===== config.mk =====
export PLATFORM = sky130hd
export DESIGN_NAME = adc_code_path
export DESIGN_NICKNAME = d
export VERILOG_FILES = /design/src/adc_pkg.sv /design/src/adc_code_path.sv /design/src/adc_fifo.sv
export SDC_FILE = /design/constraint.sdc
export NUM_CORES = 1
export LEC_CHECK = 0
export ABC_AREA = 1
export BUFFER_PORTS_ARGS = -buffer_cell sky130_fd_sc_hd__buf_2
export CORE_MARGIN = 3
export CORE_UTILIZATION = 66
export CTS_CLUSTER_DIAMETER = 30
export DETAILED_ROUTE_END_ITERATION = 8
export PLACE_DENSITY_LB_ADDON = 0.3
export SKIP_LAST_GASP = 1
export SLEW_MARGIN = 5
export SYNTH_ARGS = -nofsm -noshare
export SYNTH_HDL_FRONTEND = slang
export SYNTH_SLANG_ARGS = --single-unit

===== constraint.sdc =====
create_clock -name pclk -period 9.1 [get_ports pclk]
set_clock_uncertainty 0.2 [all_clocks]
set_input_delay 0.91 -clock pclk [delete_from_list [all_inputs] [get_ports pclk]]
set_output_delay 0.91 -clock pclk [all_outputs]
set_load 0.05 [all_outputs]

===== src/adc_pkg.sv =====
// Purpose: Shared constants for the scanner front-end digital code path.
// Assumes: 32-bit APB, 100 MHz pclk, registers one aligned word each.
// Notes:   Offsets, reset values and field positions live here only.
package adc_pkg;
  localparam logic [11:0] CFG_OFFSET    = 12'h000;
  localparam logic [11:0] RED_OFFSET    = 12'h004;
  localparam logic [11:0] GREEN_OFFSET  = 12'h008;
  localparam logic [11:0] BLUE_OFFSET   = 12'h00c;
  localparam logic [11:0] STATUS_OFFSET = 12'h010;
  localparam logic [11:0] RESULT_OFFSET = 12'h014;
  localparam logic [31:0] CFG_RESET     = 32'h0000_1f19;
  localparam logic [31:0] COEF_RESET    = 32'h0000_0000;
  // Field positions inside the configuration register
  localparam int CFG_COLOUR_LSB  = 0;   // colour_select [1:0]
  localparam int CFG_MONO_BIT    = 2;
  localparam int CFG_CLAMP_EN    = 3;   // clamp_enable
  localparam int CFG_CDS_BIT     = 4;   // correlated_double_sampling
  localparam int CFG_EXTREF_BIT  = 5;   // external_ref_select
  localparam int CFG_DACRNG_BIT  = 6;   // clamp_dac_range
  localparam int CFG_INVERT_BIT  = 7;   // output_invert
  localparam int CFG_LEVEL_LSB   = 8;   // clamp_level_code [3:0]
  localparam int CFG_POS_LSB     = 12;  // reset_sample_position [1:0]
  localparam int CFG_RANGE_LSB   = 14;  // adc_range_select [1:0]
  localparam int CFG_LAT_LSB     = 16;  // output_latency_select [1:0]
  localparam int CFG_MODE2_BIT   = 18;
  localparam int CFG_WIDTH       = 19;
  localparam logic [16:0] MID_OFFSET = 17'd32767;
  localparam logic [16:0] TOP_OFFSET = 17'd65535;
  localparam logic [15:0] FULL_CODE  = 16'hffff;
  localparam logic [1:0]  RANGE_TOP  = 2'h2;
  localparam logic [1:0]  RANGE_BOT  = 2'h3;
  localparam int CLAMP_BASE_CYCLES   = 1;
  localparam int FIFO_DEPTH          = 32;
endpackage


===== src/adc_code_path.sv =====
// Purpose: Digital control and code path of a single-channel scanner front end.
// Assumes: pclk is the master clock; sample_strobe and adc_raw come from pins.
// Notes:   Words leave as four nibbles, buffered through a 32-word FIFO.
//          Pin inputs pass two flops before any logic reads them.
//
// The register offsets and the APB register port were left to the implementer.
`timescale 1ns/1ps
// What this block does
// - Colour select 00/01/10 picks red/green/blue codes
// - Monochrome applies one fixed code pair
// - Clamp enable sampled during strobe pulse
// - Clamp pulse from clock, strobe, enable
// - Reset-sample position shifts clamp timing
// - CORRELATED_DOUBLE_SAMPLING bit picks reset-level or pin reference
// - External ref select disables clamp DAC
// - Four-bit clamp level code plus range bit
// - Three stored eight-bit offset/gain pairs
// - ADC range places zero top/bottom/middle
// - Add offset, saturate sixteen-bit result
// - Invert gives 65535 minus code
// - Nibble bus with selectable latency
// - Mode 2 holds each nibble two cycles
// - Nibbles most significant first
// - Sample on third edge after strobe low
module adc_code_path
  import adc_pkg::*;
#(
  parameter int FIFO_WORDS = FIFO_DEPTH
) (
  input  wire logic        pclk,
  input  wire logic        presetn,
  // Register bus
  input  wire logic        psel,
  input  wire logic        penable,
  input  wire logic        pwrite,
  input  wire logic [11:0] paddr,
  input  wire logic [31:0] pwdata,
  output logic      [31:0] prdata,
  output logic             pready,
  output logic             pslverr,
  // Pins from the scanner controller
  input  wire logic        sample_strobe,
  input  wire logic [16:0] adc_raw,
  // Analogue channel controls
  output logic      [7:0]  offset_dac_code,
  output logic      [7:0]  gain_amplifier_code,
  output logic             clamp_pulse,
  output logic             reset_sample_pulse,
  output logic             video_sample_pulse,
  output logic             correlated_double_sampling,
  output logic             clamp_level_dac_enable,
  output logic             reference_level_pin_oe_n,
  output logic      [3:0]  clamp_level_code,
  output logic             clamp_dac_range,
  // Multiplexed result port
  output logic      [3:0]  output_nibble_bus,
  output logic             nibble_valid
);
  // Binary buffer pointers need a power-of-two depth
  if (FIFO_WORDS < 2 || (1 << $clog2(FIFO_WORDS)) != FIFO_WORDS) begin : g_bad_depth
    $error("FIFO_WORDS must be a power of two, at least 2");
  end

  // Register state
  logic [CFG_WIDTH-1:0] cfg;
  logic [15:0]          red_coef;
  logic [15:0]          green_coef;
  logic [15:0]          blue_coef;
  logic [15:0]          last_word;
  logic                 overflow;
  // Pin synchronisers
  logic                 strobe_s1;
  logic                 strobe_s2;
  logic                 strobe_d;
  logic [16:0]          raw_s1;
  logic [16:0]          raw_s2;
  // Clamp and reset-sample timing
  logic                 clamp_latched;
  logic [1:0]           pos_cnt;
  logic                 pos_run;
  logic                 take_sample;
  // Latency pipe and buffer handshake
  logic [2:0]           lat_pipe;
  logic [15:0]          word_q;
  logic                 word_pending;
  logic [15:0]          next_code;
  logic                 fifo_in_ready;
  logic                 fifo_out_valid;
  logic [15:0]          fifo_out_data;
  logic                 fifo_pop;
  // Serialiser
  logic [15:0]          shift_word;
  logic [1:0]           nib_idx;
  logic                 shifting;
  logic                 mode2_gap;
  // Bus decode
  logic                 apb_write;
  logic                 apb_read;

  // Decode a byte address into a hit on one register
  function automatic logic hit(input logic [11:0] a, input logic [11:0] off);
    return a == off;
  endfunction

  // Write at the access edge, read at setup
  assign apb_write = psel && penable && pwrite;
  assign apb_read  = psel && !penable && !pwrite;

  // Configuration and coefficient registers
  // Unmapped writes change nothing;
  // status and result are read-only
  always_ff @(posedge pclk or negedge presetn) begin
    if (!presetn) begin
      cfg        <= CFG_RESET[CFG_WIDTH-1:0];
      red_coef   <= COEF_RESET[15:0];
      green_coef <= COEF_RESET[15:0];
      blue_coef  <= COEF_RESET[15:0];
    end else if (apb_write) begin
      if (hit(paddr, CFG_OFFSET))   cfg        <= pwdata[CFG_WIDTH-1:0];
      if (hit(paddr, RED_OFFSET))   red_coef   <= pwdata[15:0];
      if (hit(paddr, GREEN_OFFSET)) green_coef <= pwdata[15:0];
      if (hit(paddr, BLUE_OFFSET))  blue_coef  <= pwdata[15:0];
    end
  end

  // Read data is staged in the setup cycle, so every access takes one wait-free phase
  // Limitation: no wait states, ever;
  // pready follows setup by one edge
  always_ff @(posedge pclk or negedge presetn) begin
    if (!presetn) begin
      prdata  <= '0;
      pready  <= 1'b0;
      pslverr <= 1'b0;
    end else begin
      pready  <= psel && !penable;
      pslverr <= psel && !penable && !(hit(paddr, CFG_OFFSET) || hit(paddr, RED_OFFSET)
                 || hit(paddr, GREEN_OFFSET) || hit(paddr, BLUE_OFFSET)
                 || hit(paddr, STATUS_OFFSET) || hit(paddr, RESULT_OFFSET));
      // Held until the next read
      if (apb_read) begin
        case (paddr)
          CFG_OFFSET:    prdata <= {{(32-CFG_WIDTH){1'b0}}, cfg};
          RED_OFFSET:    prdata <= {16'h0000, red_coef};
          GREEN_OFFSET:  prdata <= {16'h0000, green_coef};
          BLUE_OFFSET:   prdata <= {16'h0000, blue_coef};
          STATUS_OFFSET: prdata <= {29'h0000_0000, overflow, fifo_out_valid, clamp_latched};
          RESULT_OFFSET: prdata <= {16'h0000, last_word};
          default:       prdata <= 32'h0000_0000;
        endcase
      end
    end
  end

  // Strobe and converter code come from outside; two flops before use
  // The code is held around the strobe,
  // so it needs no gray coding here;
  // flop three only serves the edge
  always_ff @(posedge pclk or negedge presetn) begin
    if (!presetn) begin
      strobe_s1 <= 1'b0;
      strobe_s2 <= 1'b0;
      strobe_d  <= 1'b0;
      raw_s1    <= '0;
      raw_s2    <= '0;
    end else begin
      strobe_s1 <= sample_strobe;
      strobe_s2 <= strobe_s1;
      strobe_d  <= strobe_s2;
      raw_s1    <= adc_raw;
      raw_s2    <= raw_s1;
    end
  end

  // Falling strobe marks the sampling edge
  // It lands three edges after the pin
  // falls, the price of two sync flops;
  // idle low after reset, no false edge
  assign take_sample = strobe_d && !strobe_s2;

  // Clamp enable latched while strobe is high; it governs the next reset level
  // A later write cannot cut a clamp
  // that is already decided
  always_ff @(posedge pclk or negedge presetn) begin
    if (!presetn) begin
      clamp_latched <= 1'b0;
    end else if (strobe_s2) begin
      clamp_latched <= cfg[CFG_CLAMP_EN];
    end
  end

  // Reset-level sample and clamp pulse placed after the sample by a position count
  // A new sample restarts the count;
  // strobes tighter than the position
  // lose the earlier pixel's clamp
  always_ff @(posedge pclk or negedge presetn) begin
    if (!presetn) begin
      pos_cnt            <= 2'h0;
      pos_run            <= 1'b0;
      clamp_pulse        <= 1'b0;
      reset_sample_pulse <= 1'b0;
      video_sample_pulse <= 1'b0;
    end else begin
      // Pulses drop unless reloaded
      video_sample_pulse <= take_sample;
      reset_sample_pulse <= 1'b0;
      clamp_pulse        <= 1'b0;
      if (take_sample) begin
        pos_cnt <= cfg[CFG_POS_LSB +: 2];
        pos_run <= 1'b1;
      end else if (pos_run) begin
        if (pos_cnt == 2'h0) begin
          pos_run            <= 1'b0;
          reset_sample_pulse <= cfg[CFG_CDS_BIT];
          clamp_pulse        <= clamp_latched;
        end else begin
          pos_cnt <= pos_cnt - 2'h1;
        end
      end
    end
  end

  // Coefficients held per pixel and updated only at a sample; reference setup follows cfg
  // Reference controls are static
  // settings and track at once
  always_ff @(posedge pclk or negedge presetn) begin
    if (!presetn) begin
      offset_dac_code            <= 8'h00;
      gain_amplifier_code        <= 8'h00;
      correlated_double_sampling <= 1'b1;
      clamp_level_dac_enable     <= 1'b1;
      reference_level_pin_oe_n   <= 1'b0;
      clamp_level_code           <= 4'h0;
      clamp_dac_range            <= 1'b0;
    end else begin
      correlated_double_sampling <= cfg[CFG_CDS_BIT];
      clamp_level_dac_enable     <= !cfg[CFG_EXTREF_BIT];
      reference_level_pin_oe_n   <= cfg[CFG_EXTREF_BIT];
      clamp_level_code           <= cfg[CFG_LEVEL_LSB +: 4];
      clamp_dac_range            <= cfg[CFG_DACRNG_BIT];
      // Offset and gain move at a sample
      if (take_sample) begin
        if (cfg[CFG_MONO_BIT]) begin
          {gain_amplifier_code, offset_dac_code} <= red_coef;
        end else begin
          case (cfg[CFG_COLOUR_LSB +: 2])
            2'h0:    {gain_amplifier_code, offset_dac_code} <= red_coef;
            2'h1:    {gain_amplifier_code, offset_dac_code} <= green_coef;
            2'h2:    {gain_amplifier_code, offset_dac_code} <= blue_coef;
            default: ;  // Reserved code keeps the previous pair
          endcase
        end
      end
    end
  end

  // Signed converter value offset per range, saturated, optionally inverted
  // Range sets where zero input lands
  // Nineteen bits hold sign and sum
  // Clip first, so inverted clips hold
  always_comb begin
    logic signed [18:0] sum;
    sum = 19'sd0;
    case (cfg[CFG_RANGE_LSB +: 2])
      RANGE_TOP: sum = $signed({{2{raw_s2[16]}}, raw_s2}) + $signed({2'b00, TOP_OFFSET});
      RANGE_BOT: sum = $signed({{2{raw_s2[16]}}, raw_s2});
      default:   sum = $signed({{2{raw_s2[16]}}, raw_s2}) + $signed({2'b00, MID_OFFSET});
    endcase
    if (sum < 0) begin
      next_code = 16'h0000;
    end else if (sum > $signed({3'b000, FULL_CODE})) begin
      next_code = FULL_CODE;
    end else begin
      next_code = sum[15:0];
    end
    if (cfg[CFG_INVERT_BIT]) begin
      next_code = FULL_CODE - next_code;
    end
  end

  // Latency pipe: the word is offered to the FIFO 0..3 cycles after the sample
  // Trade-off: one holding register;
  // a second sample in the window
  // replaces the first
  always_ff @(posedge pclk or negedge presetn) begin
    if (!presetn) begin
      lat_pipe     <= 3'h0;
      word_q       <= 16'h0000;
      word_pending <= 1'b0;
      last_word    <= 16'h0000;
      overflow     <= 1'b0;
    end else begin
      lat_pipe <= {lat_pipe[1:0], take_sample};
      if (take_sample) begin
        word_q <= next_code;
      end
      if (word_pending && fifo_in_ready) begin
        word_pending <= 1'b0;
        last_word    <= word_q;
      end
      // Offer the word once latency ends
      case (cfg[CFG_LAT_LSB +: 2])
        2'h0:    if (take_sample) word_pending <= 1'b1;
        2'h1:    if (lat_pipe[0]) word_pending <= 1'b1;
        2'h2:    if (lat_pipe[1]) word_pending <= 1'b1;
        default: if (lat_pipe[2]) word_pending <= 1'b1;
      endcase
      // A full FIFO stalls the path; a sample arriving while stalled overwrites the stalled word, which is counted lost
      if (take_sample && word_pending && !fifo_in_ready) begin
        overflow <= 1'b1;
      end else if (apb_read && hit(paddr, STATUS_OFFSET)) begin
        overflow <= 1'b0;
      end
    end
  end

  // Buffer absorbs bursts faster
  // than the port drains;
  // depth is the module parameter
  adc_fifo #(
    .WIDTH (16),
    .DEPTH (FIFO_WORDS)
  ) u_fifo (
    .pclk      (pclk),
    .presetn   (presetn),
    .in_valid  (word_pending),
    .in_ready  (fifo_in_ready),
    .in_data   (word_q),
    .out_valid (fifo_out_valid),
    .out_ready (fifo_pop),
    .out_data  (fifo_out_data)
  );

  // Pop only once the port is free
  assign fifo_pop = fifo_out_valid && !shifting;

  // Nibble serialiser; mode 2 holds each nibble two cycles, others one
  // Doubling suits a slower capture;
  // the index wraps to zero after 3
  // and valid then drops for a cycle
  always_ff @(posedge pclk or negedge presetn) begin
    if (!presetn) begin
      shift_word        <= 16'h0000;
      nib_idx           <= 2'h0;
      shifting          <= 1'b0;
      mode2_gap         <= 1'b0;
      output_nibble_bus <= 4'h0;
      nibble_valid      <= 1'b0;
    end else begin
      // First nibble on the pop edge
      if (fifo_pop) begin
        shift_word        <= {fifo_out_data[11:0], 4'h0};
        output_nibble_bus <= fifo_out_data[15:12];
        nibble_valid      <= 1'b1;
        nib_idx           <= 2'h1;
        shifting          <= 1'b1;
        mode2_gap         <= cfg[CFG_MODE2_BIT];
      end else if (shifting) begin
        if (mode2_gap) begin
          mode2_gap <= 1'b0;
        end else if (nib_idx == 2'h0) begin
          shifting     <= 1'b0;
          nibble_valid <= 1'b0;
        end else begin
          output_nibble_bus <= shift_word[15:12];
          shift_word        <= {shift_word[11:0], 4'h0};
          nib_idx           <= nib_idx + 2'h1;
          mode2_gap         <= cfg[CFG_MODE2_BIT];
        end
      end
    end
  end
endmodule


===== src/adc_fifo.sv =====
// Purpose: Synchronous FIFO for converted words on their way to the nibble port.
// Assumes: One clock; write and read may coincide.
// Notes:   Full and empty are exact; ready on the write side is !full.
`timescale 1ns/1ps
module adc_fifo #(
  parameter int WIDTH = 16,
  parameter int DEPTH = 32
) (
  input  wire logic             pclk,
  input  wire logic             presetn,
  input  wire logic             in_valid,
  output logic                  in_ready,
  input  wire logic [WIDTH-1:0] in_data,
  output logic                  out_valid,
  input  wire logic             out_ready,
  output logic      [WIDTH-1:0] out_data
);
  localparam int AW = $clog2(DEPTH);
  if (DEPTH < 2 || (1 << AW) != DEPTH) begin : g_bad_depth
    $error("DEPTH must be a power of two");
  end
  logic [WIDTH-1:0] mem [DEPTH];
  logic [AW:0]      wr_ptr;
  logic [AW:0]      rd_ptr;
  logic             push;
  logic             pop;

  // Pointer comparison gives honest full and empty
  assign in_ready  = (wr_ptr ^ rd_ptr) != {1'b1, {AW{1'b0}}};
  assign out_valid = wr_ptr != rd_ptr;
  assign out_data  = mem[rd_ptr[AW-1:0]];
  assign push      = in_valid && in_ready;
  assign pop       = out_valid && out_ready;

  always_ff @(posedge pclk) begin
    if (push) begin
      mem[wr_ptr[AW-1:0]] <= in_data;
    end
  end

  always_ff @(posedge pclk or negedge presetn) begin
    if (!presetn) begin
      wr_ptr <= '0;
      rd_ptr <= '0;
    end else begin
      if (push) wr_ptr <= wr_ptr + 1'b1;
      if (pop)  rd_ptr <= rd_ptr + 1'b1;
    end
  end
endmodule


==> results of run 1 <==
==> routing by layer <==
layer | track usage | vias to the layer above | wire length (um)
met5 | 0 | - | 0
met4 | 0.175 | 0 | 3790
met3 | 0.0675 | 231 | 8380
met2 | 0.520 | 1410 | 38400
met1 | 0.407 | 10801 | 28000
li1 | - | 9912 | -
==> cell usage in the layout, fill, tap and decap left out, types with 14 or more instances in the layout <==
| cell type | n |
|---|---|
| buf_2 | 105 |
| o21ai_0 | 315 |
| nand3_1 | 218 |
| o211ai_1 | 54 |
| a221oi_1 | 14 |
| inv_6 | 18 |
| clkbuf_16 | 121 |
| clkinv_2 | 23 |
| dfrtp_1 | 211 |
| xor2_1 | 14 |
| edfxtp_1 | 512 |
| buf_4 | 47 |
| nand4_1 | 17 |
| bufinv_16 | 14 |
| a21oi_1 | 29 |
| nor2_1 | 373 |
| inv_1 | 121 |
| nand2_1 | 533 |
| o21ai_1 | 27 |
| o22ai_1 | 47 |
| clkinv_4 | 16 |
==> worst reg2reg max path: cells and delay by family, from the launching register on <==
kind | cells | cell delay, ns
buffers and inverters | 2 | 0.61
flip-flops | 1 | 0.78
AND/OR/NAND/NOR | 8 | 1.88
==> cell type report <==
class	instances	area share
clock inverter	91	0.0280
sequential	737	0.591
clock buffer	134	0.0881
antenna	1	0.0000703
tap	600	0.0211
inverter	132	0.0142
multi-input combinational	1745	0.232
timing repair buffer	154	0.0257
==> stage by stage <==
stage / util / total power [mW] / hold slack, ns / setup slack, ns / area, um2
after floorplan: - / 5.73 / 0.131 / 6.05 / 30600
after global placement: 0.690 / 6.39 / 0.132 / 5.11 / 31400
after detailed placement: 0.690 / 6.49 / 0.135 / 4.99 / 31400
after CTS: 0.781 / 11.1 / 0.117 / 5.27 / 35600
after global routing: 0.781 / 11.5 / 0.135 / 5.06 / 35600
final: 0.781 / 11.1 / 0.121 / 5.23 / 35600
==> sequential cells by signal, indices dropped and copies added, names as in the netlist, 3 cells and up <==
signal and flops:
word_q 16, blue_coef 16, output_nibble_bus 4, clamp_level_code 4, u_fifo.wr_ptr 6, offset_dac_code 8, gain_amplifier_code 8, red_coef 16
raw_s1 17, green_coef 16, lat_pipe 3, prdata 19, last_word 16, u_fifo.rd_ptr 6, u_fifo.mem 512, cfg 19
shift_word 12, raw_s2 17
==> how the worst max path moves through the flow <==
stage | start | end | slack (ns)
3_5_place_dp | paddr[9] | cfg[14] | 4.99
2_1_floorplan | u_fifo.rd_ptr[1] | u_fifo.mem[31][0] | 6.05
4_1_cts | u_fifo.rd_ptr[1] | u_fifo.mem[29][12] | 5.27
3_3_place_gp | paddr[9] | cfg[14] | 5.11
5_1_grt | u_fifo.rd_ptr[1] | output_nibble_bus[0] | 5.06
6_report | u_fifo.rd_ptr[1] | u_fifo.mem[29][8] | 5.23
==> kinds of logic after synthesis <==
kind of cell | after synthesis
and+or+nand+nor | 1181
AOI/OAI and AO/OA | 521
other | 1
buffers and inverters | 303
xor gates and xnor gates | 18
adders and majority gates | 12
DFF | 737
==> power breakdown <==
group	internal, mW	total [mW]	switching, mW
combinational	0.653	2.48	1.83
clock	2.90	4.54	1.64
sequential	3.86	4.06	0.195
==> impl_metrics.tcl, run 1 <==
set metrics [dict create \
    status "finished clean" \
    timing.rr.end "u_fifo.mem[29][8]" \
    routed-via-count 22354 \
    grt_overflow_total 0 \
    worstSetupPathDepth 10 \
    clk_path_buf_depth 3 \
    post-cts-setup-buffer-count 0 \
    leading_cell_types_by_count_after_synthesis "533 x nand2_1, 512 x edfxtp_1, 382 x nor2_1" \
    worst_slew_pin_tran_ns 1.28 \
    worst_setup_hold_path_clk_slew_ns 0.05 \
    tritoncts_num_sinks 737 \
    slew_headroom 0.144 \
    placeableCoreArea_um2 45600 \
    htreeDepth 3 \
    antenna_left 0 \
    r2r_slack_ns 5.23 \
    vert_die_dim_um 221 \
    synth_top_area_frac 0.504 \
    post_synth_mux_area_share 0 \
    synth_cells 2773 \
    post-route-drc-count 0 \
    routabilityCongestion 0.890 \
    wire_per_inst_um 21.8 \
    final-setup-viol-count 0 \
    numPortBuffers 106 \
    cp-start-kind "register" \
    final_layout_size_suffix_gt1_frac 0.141 \
    multi_input_comb_area_um2 8250 \
    avgViaCountPerCell 6.22 \
    grt_pass1_vias 22405 \
    final-hold-violation-count 0 \
    path_cells "inv_4 -> nor2_1 -> nor4_4 -> nand2_1 -> nor2_1 -> nand2_1 -> nand2_4 -> inv_4 -> nand2_2 -> nor2_2" \
    ys_seq_area_frac 0.689 \
    maxCapViolCount 0 \
    flip_flop_and_latch_count_after_synthesis 737 \
    synth_adder_area_share 0.00492 \
    power.density_cell_area_nw_per_um2 311 \
    ioPinCount 133 \
    timing_worst_setup_path_type "register to register" \
    ir_drop_v 0.000642 \
    placement_rows 78 \
    initial_core_utilization 0.670 \
    final_net_count 2967 \
    async_flop_share 0.305 \
    grt_max_degree 206 \
    worst_r2r_path_depth 10 \
    total_routed_length_um 78500 \
    netlist_area_um2 30500 \
    drt_iter0_markers 2741 \
    die_outline_area_um2 48900 \
    timing.critical_path.buf_inv 2 \
    detail_route.first_pass.iterations 6 \
    drv_slew 0 \
    yosysWarningCount 0 \
    synth_edf_count 512 \
    synth_compound_area_frac 0.0968 \
    postCtsHoldBufs 0 \
    layout.filler_cells 2616 \
    avg_inst_size_synth_um2 11.0 \
    endpoint_kind "register" \
    cp_max_fo 44 \
    crit_slowest_cell "nor2_2" \
    path_delay_family "simple AND/OR/NAND/NOR gates" \
    yosys.area_share.simple 0.161 \
    cts_resized 0 \
    clock-root-buffer "clkbuf_16" \
    x_dimension_of_the_die_um 221 \
    arrival_ns 3.94 \
    dominant_register_cell_in_the_synthesized_netlist "edfxtp_1" \
    timing.final.crit_share 0.426 \
    grt_setup_unrepaired "no" \
    cp_slowest_stage_delay_ns 0.87 \
    synthTopCellsByArea "edfxtp_1 50%, dfrtp_1 18%, nand2_1 6.6%" \
    hold_path.class "primary input to async pin" \
    count_leader_synth "nand2_1" \
    grt_util_overall 0.320 \
    numCtsBuffers 118 \
    yosysTopAreaCell "edfxtp_1" \
    place_inst 3368 \
    worstSkewPairLatency_ns 0.67 \
    f_max_mhz 258 \
    finalCriticalPeriod_ns 3.87 \
    stdcell_count 3594 \
    largest_family_of_logic_cells_by_synthesized_area "simple AND/OR/NAND/NOR gates" \
    p_leak_nw 14.0 \
    synth.distinct_cells 48 \
    critical_path.reg2reg.startpoint "u_fifo.rd_ptr[1]" \
    ff_latch_area_um2 21000 \
    final.setup.tns_ns 0 \
    first_pass_grt_wire_length_um 121000 \
    synthXorXnorAreaFrac 0.00517 \
    cts_tree "yes" \
    place.detailed.hpwl_um 43300 \
    worstPathRequired_ns 9.17 \
    initial_antenna_violation_count 0 \
    area_growth_syn_to_layout_pct 16.6 \
]
Note: power is estimated with default switching activity, not from simulation.
==> run 2: changes to the inputs <==
--- a/config.mk
+++ b/config.mk
@@ -8,7 +8,7 @@
 export ABC_AREA = 1
 export BUFFER_PORTS_ARGS = -buffer_cell sky130_fd_sc_hd__buf_2
 export CORE_MARGIN = 3
-export CORE_UTILIZATION = 66
+export CORE_UTILIZATION = 61
 export CTS_CLUSTER_DIAMETER = 30
 export DETAILED_ROUTE_END_ITERATION = 8
 export PLACE_DENSITY_LB_ADDON = 0.3
==> constraint.sdc (replaced) <==
create_clock -name pclk -period 3.6 [get_ports pclk]
set_clock_uncertainty 0.2 [all_clocks]
set_input_delay 0.36 -clock pclk [delete_from_list [all_inputs] [get_ports pclk]]
set_output_delay 0.36 -clock pclk [all_outputs]
set_load 0.05 [all_outputs]
==> run 2 against run 1 <==
- combinational power grew to 2.5 times the previous value
- largest power group unchanged
- routed wire length is 2.9% lower
- design area rose by 2.0%
- utilization fell by 4.2 points
- cell count up 3.4%
- first-iteration DRC count decreased by 6.0%
- register-to-register slack got worse by 4.8 ns
- fmax grew 24%
==> impl_metrics.tcl, run 2 (synthesized netlist as in run 1, its figures left out) <==
set metrics [dict create \
    status "finished clean" \
    internal-power_mw 18.8 \
    antenna_left 0 \
    worstPathRequired_ns 3.75 \
    instance_count_along_the_most_critical_hold_path 5 \
    worst_slew_pin_tran_ns 1.33 \
    placeableCoreArea_um2 49200 \
    path_delay_family "simple AND/OR/NAND/NOR gates" \
    seqPwrFrac 0.366 \
    clk_path_buf_depth 3 \
    clock-root-buffer "clkbuf_16" \
    cts_tree "yes" \
    routed-via-count 22014 \
    avgViaCountPerCell 5.92 \
    die_outline_area_um2 52800 \
    ir_drop_v 0.000603 \
    f_max_mhz 319 \
    area_growth_syn_to_layout_pct 18.9 \
    final-setup-viol-count 0 \
    detail_route.first_pass.iterations 6 \
    total_routed_length_um 76200 \
    initial_antenna_violation_count 0 \
    crit_slowest_cell "dfrtp_4" \
    numCtsBuffers 118 \
    diodes 0 \
    final-hold-violation-count 0 \
    initial_core_utilization 0.621 \
    cp_slowest_stage_delay_ns 0.66 \
    endpoint_kind "register" \
    critPathMostFrequentCell "nor2_1" \
    clock_power_share 0.411 \
    net_switching_power_mw 9.28 \
    routabilityCongestion 0.921 \
    drv_slew 0 \
    post-route-drc-count 0 \
    worst_setup_hold_path_clk_slew_ns 0.05 \
    place_inst 3449 \
    ioPinCount 133 \
    vert_die_dim_um 230 \
    place.detailed.hpwl_um 42200 \
    minimum_setup_slack_after_placement_ns 0.539 \
    worst_r2r_path_depth 11 \
    utilization 0.738 \
    grt_util_overall 0.290 \
    cp_max_fo 30 \
    grt_max_degree 250 \
    final_layout_size_suffix_gt1_frac 0.138 \
    final.setup.tns_ns 0 \
    path_cells "inv_6 -> nor2_1 -> nor4_4 -> nand2_1 -> nor2_1 -> nand2_1 -> nand2_4 -> inv_4 -> nand2_2 -> nor2_1 -> buf_4" \
    timing_worst_setup_path_type "register to register" \
    placement_rows 81 \
    p_leak_nw 14.3 \
    sw_frac_of_total 0.331 \
    power.density_cell_area_nw_per_um2 773 \
    grt_setup_unrepaired "no" \
    htreeDepth 3 \
    whs_ns 0.0666 \
    grt_pass1_vias 21915 \
    first_pass_grt_wire_length_um 119000 \
    drt_iter0_markers 2577 \
    arrival_ns 3.28 \
    layout_common_cells "533 x nand2_1, 512 x edfxtp_1, 382 x nor2_1" \
    maxCapViolCount 0 \
    tritoncts_num_sinks 737 \
    layout_commonest_cell "nand2_1" \
    share_comb_of_total_power 0.223 \
    hold_path.class "primary input to register" \
    timing.final.crit_share 0.870 \
    worstHoldStart "paddr[4]" \
    whs_endpoint "prdata[1]" \
    finalCriticalPeriod_ns 3.13 \
    largest_register_ff_count 512 \
    r2r_slack_ns 0.47 \
    x_dimension_of_the_die_um 230 \
    final_net_count 3027 \
    worstSetupPathDepth 11 \
    critical_path.reg2reg.startpoint "u_fifo.rd_ptr[0]" \
    post-route-worst-setup-slack_ns 0.469 \
    timing.critical_path.buf_inv 3 \
    wire_per_inst_um 20.5 \
    stdcell_count 3717 \
    slew_headroom 0.110 \
    worstSkewPairLatency_ns 0.67 \
    cp-start-kind "register" \
    numPortBuffers 106 \
    timing.rr.end "u_fifo.mem[28][4]" \
    grt_overflow_total 0 \
]
[run 2: worst max path at each step]
stage,from,endpoint,slack [ns]
after floorplan,u_fifo.rd_ptr[1],u_fifo.mem[31][0],0.55
after global placement,u_fifo.rd_ptr[0],u_fifo.mem[28][9],0.55
after detailed placement,u_fifo.rd_ptr[0],u_fifo.mem[28][4],0.54
after CTS,u_fifo.rd_ptr[0],u_fifo.mem[28][15],0.50
after global routing,u_fifo.rd_ptr[0],u_fifo.mem[28][14],0.28
final,u_fifo.rd_ptr[0],u_fifo.mem[28][4],0.47
[run 2: area by class of cell]
cell class                      instances  area [um2]
Sequential cell                       737       21000
Tap cell                              664         831
Fill cell                            3055       12900
Clock buffer                          134        3120
Inverter                              132         505
Timing Repair Buffer                  214        1520
Clock inverter                         91        1070
Multi-Input combinational cell       1745        8220
[run 2: repair_timing]
item                                   4_1_cts  5_1_grt
endpoints found under the hold margin      193        0
setup buffers                                0        0
resized for setup                            0        0
setup endpoints to repair                    0        0
hold buffers                                43        0
[run 2: through the flow]
stage / total power [mW] / cell area (um2)
3_5_place_dp: 16.4 / 31700
2_1_floorplan: 14.5 / 30600
5_1_grt: 29.2 / 36300
6_report: 28.1 / 36300
4_1_cts: 28.1 / 36300
3_3_place_gp: 16.1 / 31700
[run 2: power groups by stage]
stage               sequential, mW  clock [mW]  combinational (mW)
floorplan                     10.3           0                4.16
global placement              10.4           0                5.79
global route                  10.3        12.1                6.86
CTS                           10.2        11.6                6.18
detailed placement            10.4           0                6.01
finish                        10.3        11.5                6.26
[run 2: per-layer routing]
metal	share of wire	GRT usage	routed length, um
met1	0.39	0.388	30000
met2	0.48	0.471	36800
met3	0.087	0.0487	6620
met4	0.037	0.132	2850
met5	0	0	0
[run 2: worst reg2reg max path: stages, from the launching register on]
cell and delay (ns):
dfrtp_4 0.66, inv_6 0.06, nor2_1 0.19, nor4_4 0.08
nand2_1 0.06, nor2_1 0.05, nand2_1 0.12, nand2_4 0.19
inv_4 0.30, nand2_2 0.25, nor2_1 0.37, buf_4 0.29
